--- src/core/mgmt_regs_pkg.sv ---
// Package of register offsets, fields, reset values and sizes for the block.
`default_nettype none
package mgmt_regs_pkg;
    localparam int DATA_W = 16;
    localparam int FIFO_DEPTH = 16;
    localparam int NUM_PORTS = 8;
    localparam logic [2:0] ADDR_INDEX_LO = 3'h0;
    localparam logic [2:0] ADDR_INDEX_HI = 3'h1;
    localparam logic [2:0] ADDR_DATA_WIN = 3'h2;
    localparam logic [2:0] ADDR_CMD_STATUS = 3'h4;
    localparam logic [2:0] ADDR_INT_SRC = 3'h5;
    localparam logic [2:0] ADDR_BUF_ONE = 3'h6;
    localparam logic [2:0] ADDR_BUF_TWO = 3'h7;
    localparam logic [15:0] PORT_CTL_BASE = 16'h0000;
    localparam logic [15:0] I2C_PORT_CTL_BASE = 16'h0000;
    localparam int INT_CPU_FRAME = 0;
    localparam int INT_BUF_ONE = 1;
    localparam int INT_BUF_TWO = 2;
    localparam int INT_TIMEOUT = 7;
    localparam logic [7:0] INT_USED_MASK = 8'h87;
    localparam int CMD_RX_READY = 0;
    localparam int CMD_TX1_DONE = 1;
    localparam int CMD_TX2_DONE = 2;
    localparam int PC_FC_OFF = 0;
    localparam int PC_HALF = 1;
    localparam int PC_SPEED10 = 2;
    localparam int PC_AN_LO = 3;
    localparam int PC_ASYM = 5;
    localparam int PC_STP_LO = 6;
    localparam logic [7:0] PORT_CTL_RESET = 8'hC0;
    localparam logic [1:0] AN_AUTO = 2'h0;
    localparam logic [1:0] AN_LIMITED = 2'h1;
    localparam logic [1:0] AN_FORCE_DOWN = 2'h2;
    localparam logic [1:0] AN_FORCE_UP = 2'h3;
    localparam logic [1:0] STP_LEARNING = 2'h2;
    localparam logic [1:0] STP_FORWARDING = 2'h3;
    localparam logic [15:0] PAUSE_CNT_RESET = 16'h0000;
endpackage
`default_nettype wire

--- src/core/cmd_fifo.sv ---
// Parameterised flip-flop FIFO with valid/ready on both sides.
`timescale 1ns/1ps
`default_nettype none
module cmd_fifo #(
    parameter int WIDTH = 16,
    parameter int DEPTH = 16
) (
    input wire logic sys_clk,
    input wire logic sys_rst,
    input wire logic clk_en,
    input wire logic [WIDTH-1:0] in_data,
    input wire logic in_valid,
    output logic in_ready,
    output logic [WIDTH-1:0] out_data,
    output logic out_valid,
    input wire logic out_ready,
    output logic [$clog2(DEPTH):0] level
);
    localparam int AW = $clog2(DEPTH);
    logic [WIDTH-1:0] mem_q [DEPTH];
    logic [AW-1:0] wr_q;
    logic [AW-1:0] rd_q;
    logic [AW:0] cnt_q;
    logic push;
    logic pop;

    // --------------------------------------------------------------
    // Handshake
    // --------------------------------------------------------------
    // Full and empty come straight from the occupancy count.
    assign in_ready = cnt_q < (AW+1)'(DEPTH);
    assign out_valid = cnt_q != '0;
    assign push = in_valid && in_ready && clk_en;
    assign pop = out_valid && out_ready && clk_en;
    assign out_data = mem_q[rd_q];
    assign level = cnt_q;

    // Storage writes.
    always_ff @(posedge sys_clk) begin
        if (push) begin
            mem_q[wr_q] <= in_data;
        end
    end

    // Pointers and count.
    always_ff @(posedge sys_clk) begin
        if (sys_rst) begin
            wr_q <= '0;
            rd_q <= '0;
            cnt_q <= '0;
        end else begin
            if (push) begin
                wr_q <= wr_q + 1'b1;
            end
            if (pop) begin
                rd_q <= rd_q + 1'b1;
            end
            if (push && !pop) begin
                cnt_q <= cnt_q + 1'b1;
            end else if (pop && !push) begin
                cnt_q <= cnt_q - 1'b1;
            end
        end
    end
endmodule
`default_nettype wire

--- src/core/mgmt_regs.sv ---
// Management register logic: interrupt sources, command buffers, port control.
`timescale 1ns/1ps
`default_nettype none
module mgmt_regs (
    input wire logic sys_clk,
    input wire logic sys_rst,
    input wire logic clk_en,
    input wire logic bus_16bit,
    input wire logic [2:0] cpu_addr,
    input wire logic cpu_wr,
    input wire logic cpu_rd,
    input wire logic [15:0] cpu_wdata,
    output logic [15:0] cpu_rdata,
    output logic cpu_irq,
    input wire logic i2c_wr,
    input wire logic [7:0] i2c_addr,
    input wire logic [7:0] i2c_wdata,
    output logic [7:0] i2c_rdata,
    input wire logic cpu_frame_event,
    input wire logic timeout_event,
    output logic [15:0] cmd_in_data,
    output logic cmd_in_valid,
    input wire logic cmd_in_ready,
    output logic cmd_in_frame_ready,
    input wire logic [15:0] out1_data,
    input wire logic out1_valid,
    output logic out1_ready,
    output logic out1_released,
    input wire logic [15:0] out2_data,
    input wire logic out2_valid,
    output logic out2_ready,
    output logic out2_released,
    input wire logic [7:0] pause_rx,
    input wire logic [7:0] pause_need,
    input wire logic [7:0] congest,
    output logic [7:0] send_pause,
    output logic [7:0] obey_pause,
    output logic [7:0] back_pressure,
    output logic [7:0] half_duplex,
    output logic [7:0] speed_10,
    output logic [7:0] link_forced_down,
    output logic [7:0] link_forced_up,
    output logic [7:0] phy_poll_en,
    output logic [7:0] autoneg_en,
    output logic [7:0] frame_forward,
    output logic [7:0] addr_learn,
    output logic [15:0] pause_count [8]
);
    logic [7:0] int_q;
    logic [7:0] int_d;
    logic [15:0] index_q;
    logic [7:0] port_ctl_q [8];
    logic [15:0] rdata_q;
    logic out1_seen_q;
    logic out2_seen_q;
    logic [15:0] pause_cnt_q [8];
    logic [15:0] bus_mask;
    logic [15:0] fifo_out;
    logic [4:0] fifo_level;
    logic wr_buf1;
    logic wr_data_win;
    logic rd_buf1;
    logic rd_buf2;
    logic cmd_wr;
    logic idx_hit;
    logic [2:0] idx_port;

    // Mask that keeps only the active lanes of the CPU bus.
    function automatic logic [15:0] lane_mask(input logic wide);
        lane_mask = wide ? 16'hFFFF : 16'h00FF;
    endfunction

    // Decode an indirect address into a port control hit and port number.
    function automatic logic [3:0] port_decode(input logic [15:0] a);
        logic [15:0] off;
        off = a - mgmt_regs_pkg::PORT_CTL_BASE;
        port_decode = {(off[0] == 1'b0) && (off[15:4] == 12'h000), off[3:1]};
    endfunction

    // --------------------------------------------------------------
    // Bus decode
    // --------------------------------------------------------------
    // Strobes are qualified by the clock enable so all state freezes.
    assign bus_mask = lane_mask(bus_16bit);
    assign wr_buf1 = clk_en && cpu_wr
        && cpu_addr == mgmt_regs_pkg::ADDR_BUF_ONE;
    assign wr_data_win = clk_en && cpu_wr
        && cpu_addr == mgmt_regs_pkg::ADDR_DATA_WIN;
    assign rd_buf1 = clk_en && cpu_rd
        && cpu_addr == mgmt_regs_pkg::ADDR_BUF_ONE;
    assign rd_buf2 = clk_en && cpu_rd
        && cpu_addr == mgmt_regs_pkg::ADDR_BUF_TWO;
    assign cmd_wr = clk_en && cpu_wr
        && cpu_addr == mgmt_regs_pkg::ADDR_CMD_STATUS;
    assign {idx_hit, idx_port} = port_decode(index_q);
    assign out1_ready = rd_buf1 && out1_valid;
    assign out2_ready = rd_buf2 && out2_valid;

    // --------------------------------------------------------------
    // Inbound command buffer
    // --------------------------------------------------------------
    // Writes to address 6 enter the FIFO; a full FIFO drops the word.
    cmd_fifo #(
        .WIDTH(mgmt_regs_pkg::DATA_W),
        .DEPTH(mgmt_regs_pkg::FIFO_DEPTH)
    ) u_cmd_fifo (
        .sys_clk(sys_clk),
        .sys_rst(sys_rst),
        .clk_en(clk_en),
        .in_data(cpu_wdata & bus_mask),
        .in_valid(wr_buf1),
        .in_ready(),
        .out_data(fifo_out),
        .out_valid(cmd_in_valid),
        .out_ready(cmd_in_ready),
        .level(fifo_level)
    );
    assign cmd_in_data = fifo_out;

    // Command register strobes: frame ready and buffer released pulses.
    always_ff @(posedge sys_clk) begin
        if (sys_rst) begin
            cmd_in_frame_ready <= 1'b0;
            out1_released <= 1'b0;
            out2_released <= 1'b0;
        end else if (clk_en) begin
            cmd_in_frame_ready <= cmd_wr
                && cpu_wdata[mgmt_regs_pkg::CMD_RX_READY];
            out1_released <= cmd_wr && cpu_wdata[mgmt_regs_pkg::CMD_TX1_DONE];
            out2_released <= cmd_wr && cpu_wdata[mgmt_regs_pkg::CMD_TX2_DONE];
        end
    end

    // Index register, low half at address 0, high half at 1 in 8-bit mode.
    always_ff @(posedge sys_clk) begin
        if (sys_rst) begin
            index_q <= 16'h0000;
        end else if (clk_en && cpu_wr) begin
            if (cpu_addr == mgmt_regs_pkg::ADDR_INDEX_LO) begin
                index_q <= bus_16bit ? cpu_wdata
                    : {index_q[15:8], cpu_wdata[7:0]};
            end else if (cpu_addr == mgmt_regs_pkg::ADDR_INDEX_HI
                    && !bus_16bit) begin
                index_q[15:8] <= cpu_wdata[7:0];
            end
        end
    end

    // --------------------------------------------------------------
    // Interrupt sources
    // --------------------------------------------------------------
    // Track whether each outbound buffer has been read since its release.
    always_ff @(posedge sys_clk) begin
        if (sys_rst) begin
            out1_seen_q <= 1'b0;
            out2_seen_q <= 1'b0;
        end else if (clk_en) begin
            out1_seen_q <= out1_released ? 1'b0 : (out1_seen_q || out1_ready);
            out2_seen_q <= out2_released ? 1'b0 : (out2_seen_q || out2_ready);
        end
    end

    // Next interrupt value; a set always wins over a clear.
    always_comb begin
        int_d = int_q;
        if (clk_en && cpu_wr && cpu_addr == mgmt_regs_pkg::ADDR_INT_SRC) begin
            int_d = int_q & cpu_wdata[7:0];
        end
        if (out1_released && !out1_valid) begin
            int_d[mgmt_regs_pkg::INT_BUF_ONE] = 1'b0;
        end
        if (out2_released && !out2_valid) begin
            int_d[mgmt_regs_pkg::INT_BUF_TWO] = 1'b0;
        end
        if (cpu_frame_event) begin
            int_d[mgmt_regs_pkg::INT_CPU_FRAME] = 1'b1;
        end
        if (out1_valid && !out1_seen_q) begin
            int_d[mgmt_regs_pkg::INT_BUF_ONE] = 1'b1;
        end
        if (out2_valid && !out2_seen_q) begin
            int_d[mgmt_regs_pkg::INT_BUF_TWO] = 1'b1;
        end
        if (timeout_event) begin
            int_d[mgmt_regs_pkg::INT_TIMEOUT] = 1'b1;
        end
        int_d = int_d & mgmt_regs_pkg::INT_USED_MASK;
    end

    // Interrupt register storage.
    always_ff @(posedge sys_clk) begin
        if (sys_rst) begin
            int_q <= 8'h00;
        end else if (clk_en) begin
            int_q <= int_d;
        end
    end

    // The interrupt line follows any unreserved source bit.
    assign cpu_irq = |(int_q & mgmt_regs_pkg::INT_USED_MASK);

    // --------------------------------------------------------------
    // Port control registers
    // --------------------------------------------------------------
    // CPU writes through the data window, I2C writes directly.
    always_ff @(posedge sys_clk) begin
        if (sys_rst) begin
            for (int i = 0; i < mgmt_regs_pkg::NUM_PORTS; i++) begin
                port_ctl_q[i] <= mgmt_regs_pkg::PORT_CTL_RESET;
            end
        end else if (clk_en) begin
            if (wr_data_win && idx_hit) begin
                port_ctl_q[idx_port] <= cpu_wdata[7:0];
            end
            if (i2c_wr && i2c_addr[7:3]
                    == mgmt_regs_pkg::I2C_PORT_CTL_BASE[7:3]) begin
                port_ctl_q[i2c_addr[2:0]] <= i2c_wdata;
            end
        end
    end

    // I2C read path.
    always_ff @(posedge sys_clk) begin
        if (sys_rst) begin
            i2c_rdata <= 8'h00;
        end else if (clk_en) begin
            i2c_rdata <= port_ctl_q[i2c_addr[2:0]];
        end
    end

    // Decode each port's control fields into MAC behaviour.
    always_comb begin
        for (int i = 0; i < mgmt_regs_pkg::NUM_PORTS; i++) begin
            logic fc_on;
            logic [1:0] an;
            logic [1:0] stp;
            fc_on = !port_ctl_q[i][mgmt_regs_pkg::PC_FC_OFF];
            an = port_ctl_q[i][mgmt_regs_pkg::PC_AN_LO +: 2];
            stp = port_ctl_q[i][mgmt_regs_pkg::PC_STP_LO +: 2];
            speed_10[i] = port_ctl_q[i][mgmt_regs_pkg::PC_SPEED10];
            half_duplex[i] = port_ctl_q[i][mgmt_regs_pkg::PC_HALF];
            autoneg_en[i] = an == mgmt_regs_pkg::AN_AUTO;
            phy_poll_en[i] = an == mgmt_regs_pkg::AN_AUTO
                || an == mgmt_regs_pkg::AN_LIMITED;
            link_forced_down[i] = an == mgmt_regs_pkg::AN_FORCE_DOWN;
            link_forced_up[i] = an == mgmt_regs_pkg::AN_FORCE_UP;
            back_pressure[i] = fc_on && half_duplex[i] && congest[i]
                && !link_forced_down[i];
            send_pause[i] = fc_on && !half_duplex[i] && pause_need[i]
                && !port_ctl_q[i][mgmt_regs_pkg::PC_ASYM]
                && !link_forced_down[i];
            obey_pause[i] = fc_on && !half_duplex[i];
            frame_forward[i] = stp == mgmt_regs_pkg::STP_FORWARDING;
            addr_learn[i] = stp == mgmt_regs_pkg::STP_FORWARDING
                || stp == mgmt_regs_pkg::STP_LEARNING;
        end
    end

    // Received pause counters advance only while pauses are obeyed.
    always_ff @(posedge sys_clk) begin
        if (sys_rst) begin
            for (int i = 0; i < mgmt_regs_pkg::NUM_PORTS; i++) begin
                pause_cnt_q[i] <= mgmt_regs_pkg::PAUSE_CNT_RESET;
            end
        end else if (clk_en) begin
            for (int i = 0; i < mgmt_regs_pkg::NUM_PORTS; i++) begin
                if (pause_rx[i] && obey_pause[i]) begin
                    pause_cnt_q[i] <= pause_cnt_q[i] + 16'h0001;
                end
            end
        end
    end
    assign pause_count = pause_cnt_q;

    // --------------------------------------------------------------
    // Read data
    // --------------------------------------------------------------
    // Read data is registered and lands one cycle after the strobe.
    always_ff @(posedge sys_clk) begin
        if (sys_rst) begin
            rdata_q <= 16'h0000;
        end else if (clk_en && cpu_rd) begin
            case (cpu_addr)
                mgmt_regs_pkg::ADDR_INT_SRC: begin
                    rdata_q <= {8'h00, int_q};
                end
                mgmt_regs_pkg::ADDR_DATA_WIN: begin
                    rdata_q <= idx_hit ? {8'h00, port_ctl_q[idx_port]}
                        : 16'h0000;
                end
                mgmt_regs_pkg::ADDR_BUF_ONE: begin
                    rdata_q <= out1_valid ? out1_data & bus_mask : 16'h0000;
                end
                mgmt_regs_pkg::ADDR_BUF_TWO: begin
                    rdata_q <= out2_valid ? out2_data & bus_mask : 16'h0000;
                end
                mgmt_regs_pkg::ADDR_CMD_STATUS: begin
                    rdata_q <= {13'h0000, out2_valid, out1_valid,
                        fifo_level != 5'(mgmt_regs_pkg::FIFO_DEPTH)};
                end
                default: begin
                    rdata_q <= 16'h0000;
                end
            endcase
        end
    end
    assign cpu_rdata = rdata_q;
endmodule
`default_nettype wire

--- config.mk ---
export PLATFORM = sky130hd
export DESIGN_NAME = mgmt_regs
export DESIGN_NICKNAME = d
export VERILOG_FILES = /design/src/core/mgmt_regs_pkg.sv /design/src/core/cmd_fifo.sv /design/src/core/mgmt_regs.sv
export SDC_FILE = /design/constraint.sdc
export NUM_CORES = 1
export LEC_CHECK = 0
export BUFFER_PORTS_ARGS = -buffer_cell sky130_fd_sc_hd__clkbuf_2
export CORE_UTILIZATION = 60
export CTS_BUF_LIST = sky130_fd_sc_hd__clkbuf_16
export CTS_CLUSTER_DIAMETER = 150
export DETAILED_ROUTE_END_ITERATION = 12
export GPL_TIMING_DRIVEN = 0
export PLACE_DENSITY = 0.84
export SETUP_SLACK_MARGIN = 0.4
export SLEW_MARGIN = 15
export SYNTH_ARGS = -nofsm -noshare
export SYNTH_HDL_FRONTEND = slang
export SYNTH_SLANG_ARGS = --single-unit
--- constraint.sdc ---
create_clock -name sys_clk -period 6.45 [get_ports sys_clk]
set_input_delay 0.9675 -clock sys_clk [delete_from_list [all_inputs] [get_ports sys_clk]]
set_output_delay 0.9675 -clock sys_clk [all_outputs]
set_load 0.02 [all_outputs]
==> results of run 1 <==
area by class of cell:
cell class / count / area (um2)
clock buffers: 54 / 1350
diodes: 4 / 10.0
fillers: 2539 / 10300
repair buffers: 377 / 2000
clock inverters: 42 / 324
flip-flops and latches: 517 / 13600
multi-input cells: 1185 / 8980
well taps: 511 / 639
plain buffers: 141 / 623
inverters: 26 / 97.6
power groups by stage:
| stage | clock, mW | combinational (mW) | sequential (mW) |
|---|---|---|---|
| after floorplan | 0 | 0.675 | 3.67 |
| after CTS | 2.98 | 1.02 | 3.61 |
| after global placement | 0 | 0.962 | 3.68 |
| final | 2.98 | 1.02 | 3.62 |
| after global routing | 3.11 | 1.08 | 3.62 |
| after detailed placement | 0 | 1.00 | 3.69 |
worst max path at each step:
stage | to | slack [ns] | startpoint
2_1_floorplan | u_cmd_fifo.mem_q[0][0]$_DFFE_PP_ | 2.82 | cpu_addr[2]
3_3_place_gp | u_cmd_fifo.mem_q[0][6]$_DFFE_PP_ | 1.16 | cpu_addr[2]
3_5_place_dp | out1_ready | 2.15 | cpu_addr[1]
4_1_cts | cmd_in_data[9] | 1.99 | flop
5_1_grt | cmd_in_data[9] | 1.86 | flop
6_report | out1_ready | 1.93 | cpu_addr[1]
layout by cell type, fill, tap and decap left out, types with 10 or more instances in the layout:
cell and count:
xor2_1 49, nand3_1 45, clkbuf_16 54, nand2b_1 20
nand2_1 176, o31ai_1 24, nor4bb_1 13, and3_1 23
nor2_1 164, mux2_2 11, edfxtp_1 320, o21ai_0 77
clkinv_1 10, buf_1 18, or3_1 36, and4_1 11
a22oi_1 12, buf_4 24, nor2_2 12, ha_1 17
mux4_2 112, nor2b_1 19, buf_2 25, inv_1 38
nor4_1 14, mux2i_1 33, o31a_1 17, clkbuf_2 359
and2_1 31, nand4_1 47, a21oi_1 73, dfxtp_1 197
nor3_1 12, clkinv_2 12, clkbuf_1 80, xnor2_1 17
o2bb2ai_1 12, or4_1 36
per-layer routing:
metal | wire length [um] | share of wire [%] | vias to the layer above | track usage, %
li1 | - | - | 7900 | -
met1 | 25400 | 34 | 9018 | 43.6
met4 | 5280 | 7.0 | 8 | 24.1
met5 | 51 | 0.067 | - | 0
met3 | 8560 | 11 | 313 | 11.1
met2 | 36300 | 48 | 1303 | 63.4
state kept, by name (all words and copies together), names as in the netlist, 5 cells and up, named ones only:
signal            cells
port_ctl_q           64
i2c_rdata             8
u_cmd_fifo.level      5
index_q              16
cpu_rdata            16
pause_count         128
u_cmd_fifo.mem_q    256
kinds of logic (layout without fill, tap and decap cells):
| group | Yosys count | count (layout) |
|---|---|---|
| xor gates and xnor gates | 66 | 66 |
| and+or+nand+nor | 680 | 680 |
| muxes | 156 | 156 |
| AOI/OAI and AO/OA | 265 | 265 |
| other | 0 | 4 |
| DFF | 517 | 517 |
| buffers and inverters | 167 | 640 |
| adders and majority gates | 18 | 18 |
critical path, stage by stage:
cell and delay [ns]:
clkbuf_2 0.15, clkbuf_1 0.32, and4b_1 0.24, clkbuf_1 0.51, clkbuf_1 0.61, nor2b_1 0.48
clkbuf_2 0.25
per-stage QoR:
| step | power, mW | std cells | instance area, um2 | hold WS (ns) |
|---|---|---|---|---|
| 2_1_floorplan | 4.34 | 1869 | 23200 | 0.441 |
| 3_3_place_gp | 4.64 | 2737 | 25600 | 0.449 |
| 3_5_place_dp | 4.69 | 2757 | 25900 | 0.459 |
| 4_1_cts | 7.62 | 2853 | 27600 | 0.473 |
| 5_1_grt | 7.81 | 2856 | 27600 | 0.485 |
| 6_report | 7.63 | 2857 | 27600 | 0.474 |
==> results.sh, run 1 <==
export IMPL_h_tree_depth=2
export IMPL_cts_tree="yes"
export IMPL_cp_end_kind="output pin"
export IMPL_cp_required_ns=5.48
export IMPL_seqPwrFrac_pct=47.5
export IMPL_drt_iter0_drc=2187
export IMPL_r2r_start="u_cmd_fifo.level[0]$_SDFFE_PP0P_"
export IMPL_io_pins=366
export IMPL_final_util_pct=72.9
export IMPL_cts_sinks=517
export IMPL_hold_violations=0
export IMPL_min_period_ns=4.52
export IMPL_yosys_area_top_type_share_pct=41.4
export IMPL_rsz0062_at_grt="no"
export IMPL_die_w_um=199
export IMPL_syn_to_final_growth_pct=18.9
export IMPL_start_util_pct=61.3
export IMPL_clockRootBuffer="clkbuf_16"
export IMPL_hp_start="out2_seen_q$_SDFFE_PP0P_"
export IMPL_cp_arrival_ns=3.55
export IMPL_synth_flop_cell="edfxtp_1"
export IMPL_yosysTopAreaCell="edfxtp_1"
export IMPL_setup_ws_ns=1.93
export IMPL_min_path_cells=1
export IMPL_layout_drive_gt1_share_pct=27.4
export IMPL_hold_end="out2_seen_q$_SDFFE_PP0P_"
export IMPL_synthMuxAreaShare_pct=12.8
export IMPL_status="complete, no violations"
export IMPL_p_leak_nw=10.0
export IMPL_synth_top_family_by_area="simple AND/OR/NAND/NOR gates"
export IMPL_vias=18500
export IMPL_io_buffers=357
export IMPL_nNetsFinal=2420
export IMPL_core_area_um2=37800
export IMPL_grt_usage_pct=38.3
export IMPL_synth_compound_gate_area_share_pct=7.27
export IMPL_finalCritPeriodShare_pct=70.0
export IMPL_grt_max_degree=20
export IMPL_synth_edf_count=320
export IMPL_overflow=0
export IMPL_worst_pin_slew_ns=1.15
export IMPL_num_rows=71
export IMPL_synthTopCellsByArea="edfxtp_1 41%, dfxtp_1 17%, mux4_2 11%, nand2_1 2.8%, nor2_1 2.8%"
export IMPL_syn_avg_cell_area_um2=12.4
export IMPL_path_max_fanout=10
export IMPL_r2r_end="u_cmd_fifo.level[4]$_SDFFE_PP0P_"
export IMPL_wirelength_um=75600
export IMPL_synth_xor_area_share_pct=2.49
export IMPL_r2r_cells=9
export IMPL_synth_area_um2=23200
export IMPL_maxCapViolations=0
export IMPL_start_kind="primary input"
export IMPL_finalSetupViolCount=0
export IMPL_ctsResizeCount=0
export IMPL_maxSlewViolCount=0
export IMPL_synth_most_common_cell="edfxtp_1"
export IMPL_synth_fp_nets=1990
export IMPL_drc_errors=0
export IMPL_die_h_um=199
export IMPL_max_vdd_ir_drop_v=0.000205
export IMPL_netlist_instances=1869
export IMPL_ant_nets=0
export IMPL_internal_power_mw=5.66
export IMPL_min_path_type="flop to flop"
export IMPL_regToRegSetupSlack_ns=3.20
export IMPL_power_switching_share_pct=25.7
export IMPL_dieArea_um2=39400
export IMPL_pwr_density_cell_nw_per_um2=277
export IMPL_seq_area_frac_synth_pct=58.4
export IMPL_p_switching_mw=1.96
export IMPL_place_ws_ns=2.15
export IMPL_timing_setup_tns_ns=0
export IMPL_synth_cell_types=56
export IMPL_clockPowerShare_pct=39.1
export IMPL_numCtsBuffers=51
export IMPL_hpwl_um=53600
export IMPL_fmax_mhz=221
export IMPL_antenna_found_initial=8
export IMPL_clock_skew_ns=0.0347
export IMPL_ys_async_sr_fraction_pct=0
export IMPL_grt_pass1_vias=17800
export IMPL_yosys_area_share_simple_pct=14.9
export IMPL_drtPass1Iterations=7
export IMPL_grt_pass1_wl_um=109000
export IMPL_max_slew_margin_pct=23.3
export IMPL_cts_setup_buffers=0
export IMPL_p_comb_share_pct=13.4
export IMPL_yosys_warnings=0
export IMPL_synth_common_cells="320 x edfxtp_1, 197 x dfxtp_1, 176 x nand2_1, 176 x nor2_1, 112 x mux4_2"
export IMPL_path_clk_slew_ns=0.06
export IMPL_synthAdderAreaFrac_pct=1.00
export IMPL_detail_route_wl_per_cell_um=26.5
export IMPL_ys_ff_latch=517
export IMPL_clockBufferDepth=3
export IMPL_cts_hold_buf=0
export IMPL_gp_congestion=0.971
export IMPL_timing_worst_setup_path_type="primary input to output pin"
export IMPL_insertion_delay_ns=0.62
export IMPL_vias_per_cell=6.49
No activity file was read; power rests on OpenSTA's default activity.
==> run 2, diff against run 1 <==
--- a/config.mk
+++ b/config.mk
@@ -6,12 +6,12 @@
 export NUM_CORES = 1
 export LEC_CHECK = 0
 export BUFFER_PORTS_ARGS = -buffer_cell sky130_fd_sc_hd__clkbuf_2
-export CORE_UTILIZATION = 60
+export CORE_UTILIZATION = 51
 export CTS_BUF_LIST = sky130_fd_sc_hd__clkbuf_16
 export CTS_CLUSTER_DIAMETER = 150
 export DETAILED_ROUTE_END_ITERATION = 12
 export GPL_TIMING_DRIVEN = 0
-export PLACE_DENSITY = 0.84
+export PLACE_DENSITY = 0.76
 export SETUP_SLACK_MARGIN = 0.4
 export SLEW_MARGIN = 15
 export SYNTH_ARGS = -nofsm -noshare
==> constraint.sdc (replaced) <==
create_clock -name sys_clk -period 3.9 [get_ports sys_clk]
set_input_delay 0.585 -clock sys_clk [delete_from_list [all_inputs] [get_ports sys_clk]]
set_output_delay 0.585 -clock sys_clk [all_outputs]
set_load 0.02 [all_outputs]
==> run 2 against run 1 <==
Net effect:
- sequential share of layout area shrank 0.15 points
- worst setup slack worse by 1.4 ns
- register-to-register slack got worse by 2.5 ns
- die area grew 17%
- critical path depth down 2
- final area rose by 0.30%
- utilization shrank 11 points
- cell count is 3.0% higher
- worst hold slack lost 0.20 ns
==> results.sh, run 2 (synthesis gave the netlist of run 1 again) <==
export IMPL_status="complete, no violations"
export IMPL_vias=18100
export IMPL_path_max_fanout=10
export IMPL_place_ws_ns=0.130
export IMPL_grt_pass1_wl_um=109000
export IMPL_vias_per_cell=6.16
export IMPL_maxSlewViolCount=0
export IMPL_internal_power_mw=9.14
export IMPL_die_w_um=215
export IMPL_fmax_mhz=294
export IMPL_gp_congestion=0.961
export IMPL_syn_to_final_growth_pct=19.2
export IMPL_h_tree_depth=2
export IMPL_crit_buf_inv=3
export IMPL_finalSetupViolCount=0
export IMPL_crit_family="multiplexers"
export IMPL_io_buffers=357
export IMPL_grt_pass1_vias=17600
export IMPL_clock_skew_ns=0.0423
export IMPL_max_slew_margin_pct=20.1
export IMPL_overflow=0
export IMPL_cp_arrival_ns=2.81
export IMPL_cts_tree="yes"
export IMPL_cp_required_ns=3.31
export IMPL_dieArea_um2=46300
export IMPL_cts_sinks=517
export IMPL_io_pins=366
export IMPL_start_kind="flop"
export IMPL_insertion_delay_ns=0.63
export IMPL_finalCritPeriodShare_pct=87.1
export IMPL_p_comb_share_pct=13.5
export IMPL_nNetsFinal=2422
export IMPL_min_period_ns=3.40
export IMPL_pwr_density_cell_nw_per_um2=446
export IMPL_detail_route_wl_per_cell_um=25.0
export IMPL_crit_path_cell_trace="buf_2 -> buf_4 -> mux4_2 -> mux4_2 -> clkbuf_2"
export IMPL_place_area_um2=26000
export IMPL_layout_commonest_cell="clkbuf_2"
export IMPL_hpwl_um=53600
export IMPL_core_area_um2=44500
export IMPL_clockRootBuffer="clkbuf_16"
export IMPL_antenna_found_initial=12
export IMPL_clockBufferDepth=3
export IMPL_drc_errors=0
export IMPL_final_util_pct=62.1
export IMPL_num_rows=77
export IMPL_seqPwrFrac_pct=48.5
export IMPL_path_clk_slew_ns=0.06
export IMPL_cp_end_kind="output pin"
export IMPL_regMostFlops="u_cmd_fifo.mem_q"
export IMPL_max_stage_delay_ns=0.55
export IMPL_worst_pin_slew_ns=1.19
export IMPL_min_path_type="primary input to flop"
export IMPL_fin_hold_ws_ns=0.273
export IMPL_grt_max_degree=20
export IMPL_maxCapViolations=0
export IMPL_timing_worst_setup_path_type="flop to output pin"
export IMPL_start_util_pct=52.1
export IMPL_rsz0062_at_grt="yes"
export IMPL_layout_drive_gt1_share_pct=27.5
export IMPL_design_area_um2=27700
export IMPL_hold_violations=0
export IMPL_wirelength_um=73700
export IMPL_ant_nets=0
export IMPL_grt_usage_pct=31.5
export IMPL_numCtsBuffers=53
export IMPL_largest_reg_flops=256
export IMPL_clockPowerShare_pct=38.0
export IMPL_power_switching_share_pct=25.9
export IMPL_setup_ws_ns=0.501
export IMPL_max_vdd_ir_drop_v=0.000466
export IMPL_p_switching_mw=3.20
export IMPL_drt_iter0_drc=2046
export IMPL_die_h_um=215
export IMPL_crit_slowest_cell="mux4_2"
export IMPL_p_leak_nw=10.0
export IMPL_drtPass1Iterations=5
export IMPL_layout_common_cells="367 x clkbuf_2, 320 x edfxtp_1, 197 x dfxtp_1, 176 x nand2_1, 164 x nor2_1"
export IMPL_crit_top_cell="mux4_2"
[run 2: cell count changes in the layout (fill, tap and decap cells not counted), sizes merged]
cell,previous run,this run
diode,4,10
buf,79,78
clkinv,24,22
bufinv,4,1
clkbuf,493,492
inv,40,42
clkinvlp,0,2
clkdlybuf4s15,0,1
[run 2: worst paths after layout]
| path | start | end | slack, ns | depth (start not counted) |
|---|---|---|---|---|
| max | flop | cmd_in_data[13] | 0.50 | 5 |
| min | out1_valid | int_q[1]$_SDFFE_PP0P_ | 0.27 | 3 |
| max reg2reg | u_cmd_fifo.level[0]$_SDFFE_PP0P_ | u_cmd_fifo.level[4]$_SDFFE_PP0P_ | 0.67 | 9 |
| min reg2reg | out2_seen_q$_SDFFE_PP0P_ | out2_seen_q$_SDFFE_PP0P_ | 0.47 | 1 |
[run 2: timing repair]
action,in CTS,in global routing
hold buffers,0,0
gates cloned,0,0
endpoints found under the setup margin,16,2
buffers inserted,0,0
gates resized for setup,20,3
[run 2: tightest hold or removal path, delay by kind of cell]
kind	cells	cell delay (ns)
compound gates	2	0.13
buf+inv	1	0.11
[run 2: layout make-up]
cell class                      instances  area (um2)
Tap cell                              592         741
Timing Repair Buffer                  377        2030
Fill cell                            3452       16900
Inverter                               26        97.6
Clock buffer                           53        1330
Antenna cell                           10        25.0
Buffer                                141         662
Clock inverter                         41         246
Sequential cell                       517       13600
Multi-Input combinational cell       1185        8980
[run 2: layer usage]
layer | track usage [%] | wire length, um | up-vias
li1 | - | - | 7914
met1 | 37.8 | 26700 | 8924
met2 | 53.1 | 36200 | 1058
met3 | 7.66 | 7200 | 210
met4 | 15.2 | 3570 | 4
met5 | 0 | 26 | -
[run 2: through the flow]
| stage | power (mW) | setup TNS [ns] | std cells |
|---|---|---|---|
| 5_1_grt | 12.7 | 0 | 2938 |
| 3_5_place_dp | 7.74 | 0 | 2838 |
| 2_1_floorplan | 7.18 | 0 | 1869 |
| 6_report | 12.3 | 0 | 2942 |
| 4_1_cts | 12.4 | 0 | 2932 |
| 3_3_place_gp | 7.70 | -71.40 | 2818 |
[run 2: power groups by stage]
stage / clock [mW] / sequential (mW) / combinational, mW
after floorplan: 0 / 6.07 / 1.12
after global placement: 0 / 6.09 / 1.61
after detailed placement: 0 / 6.09 / 1.64
after CTS: 4.74 / 5.98 / 1.67
after global routing: 4.94 / 5.99 / 1.78
final: 4.69 / 5.98 / 1.67
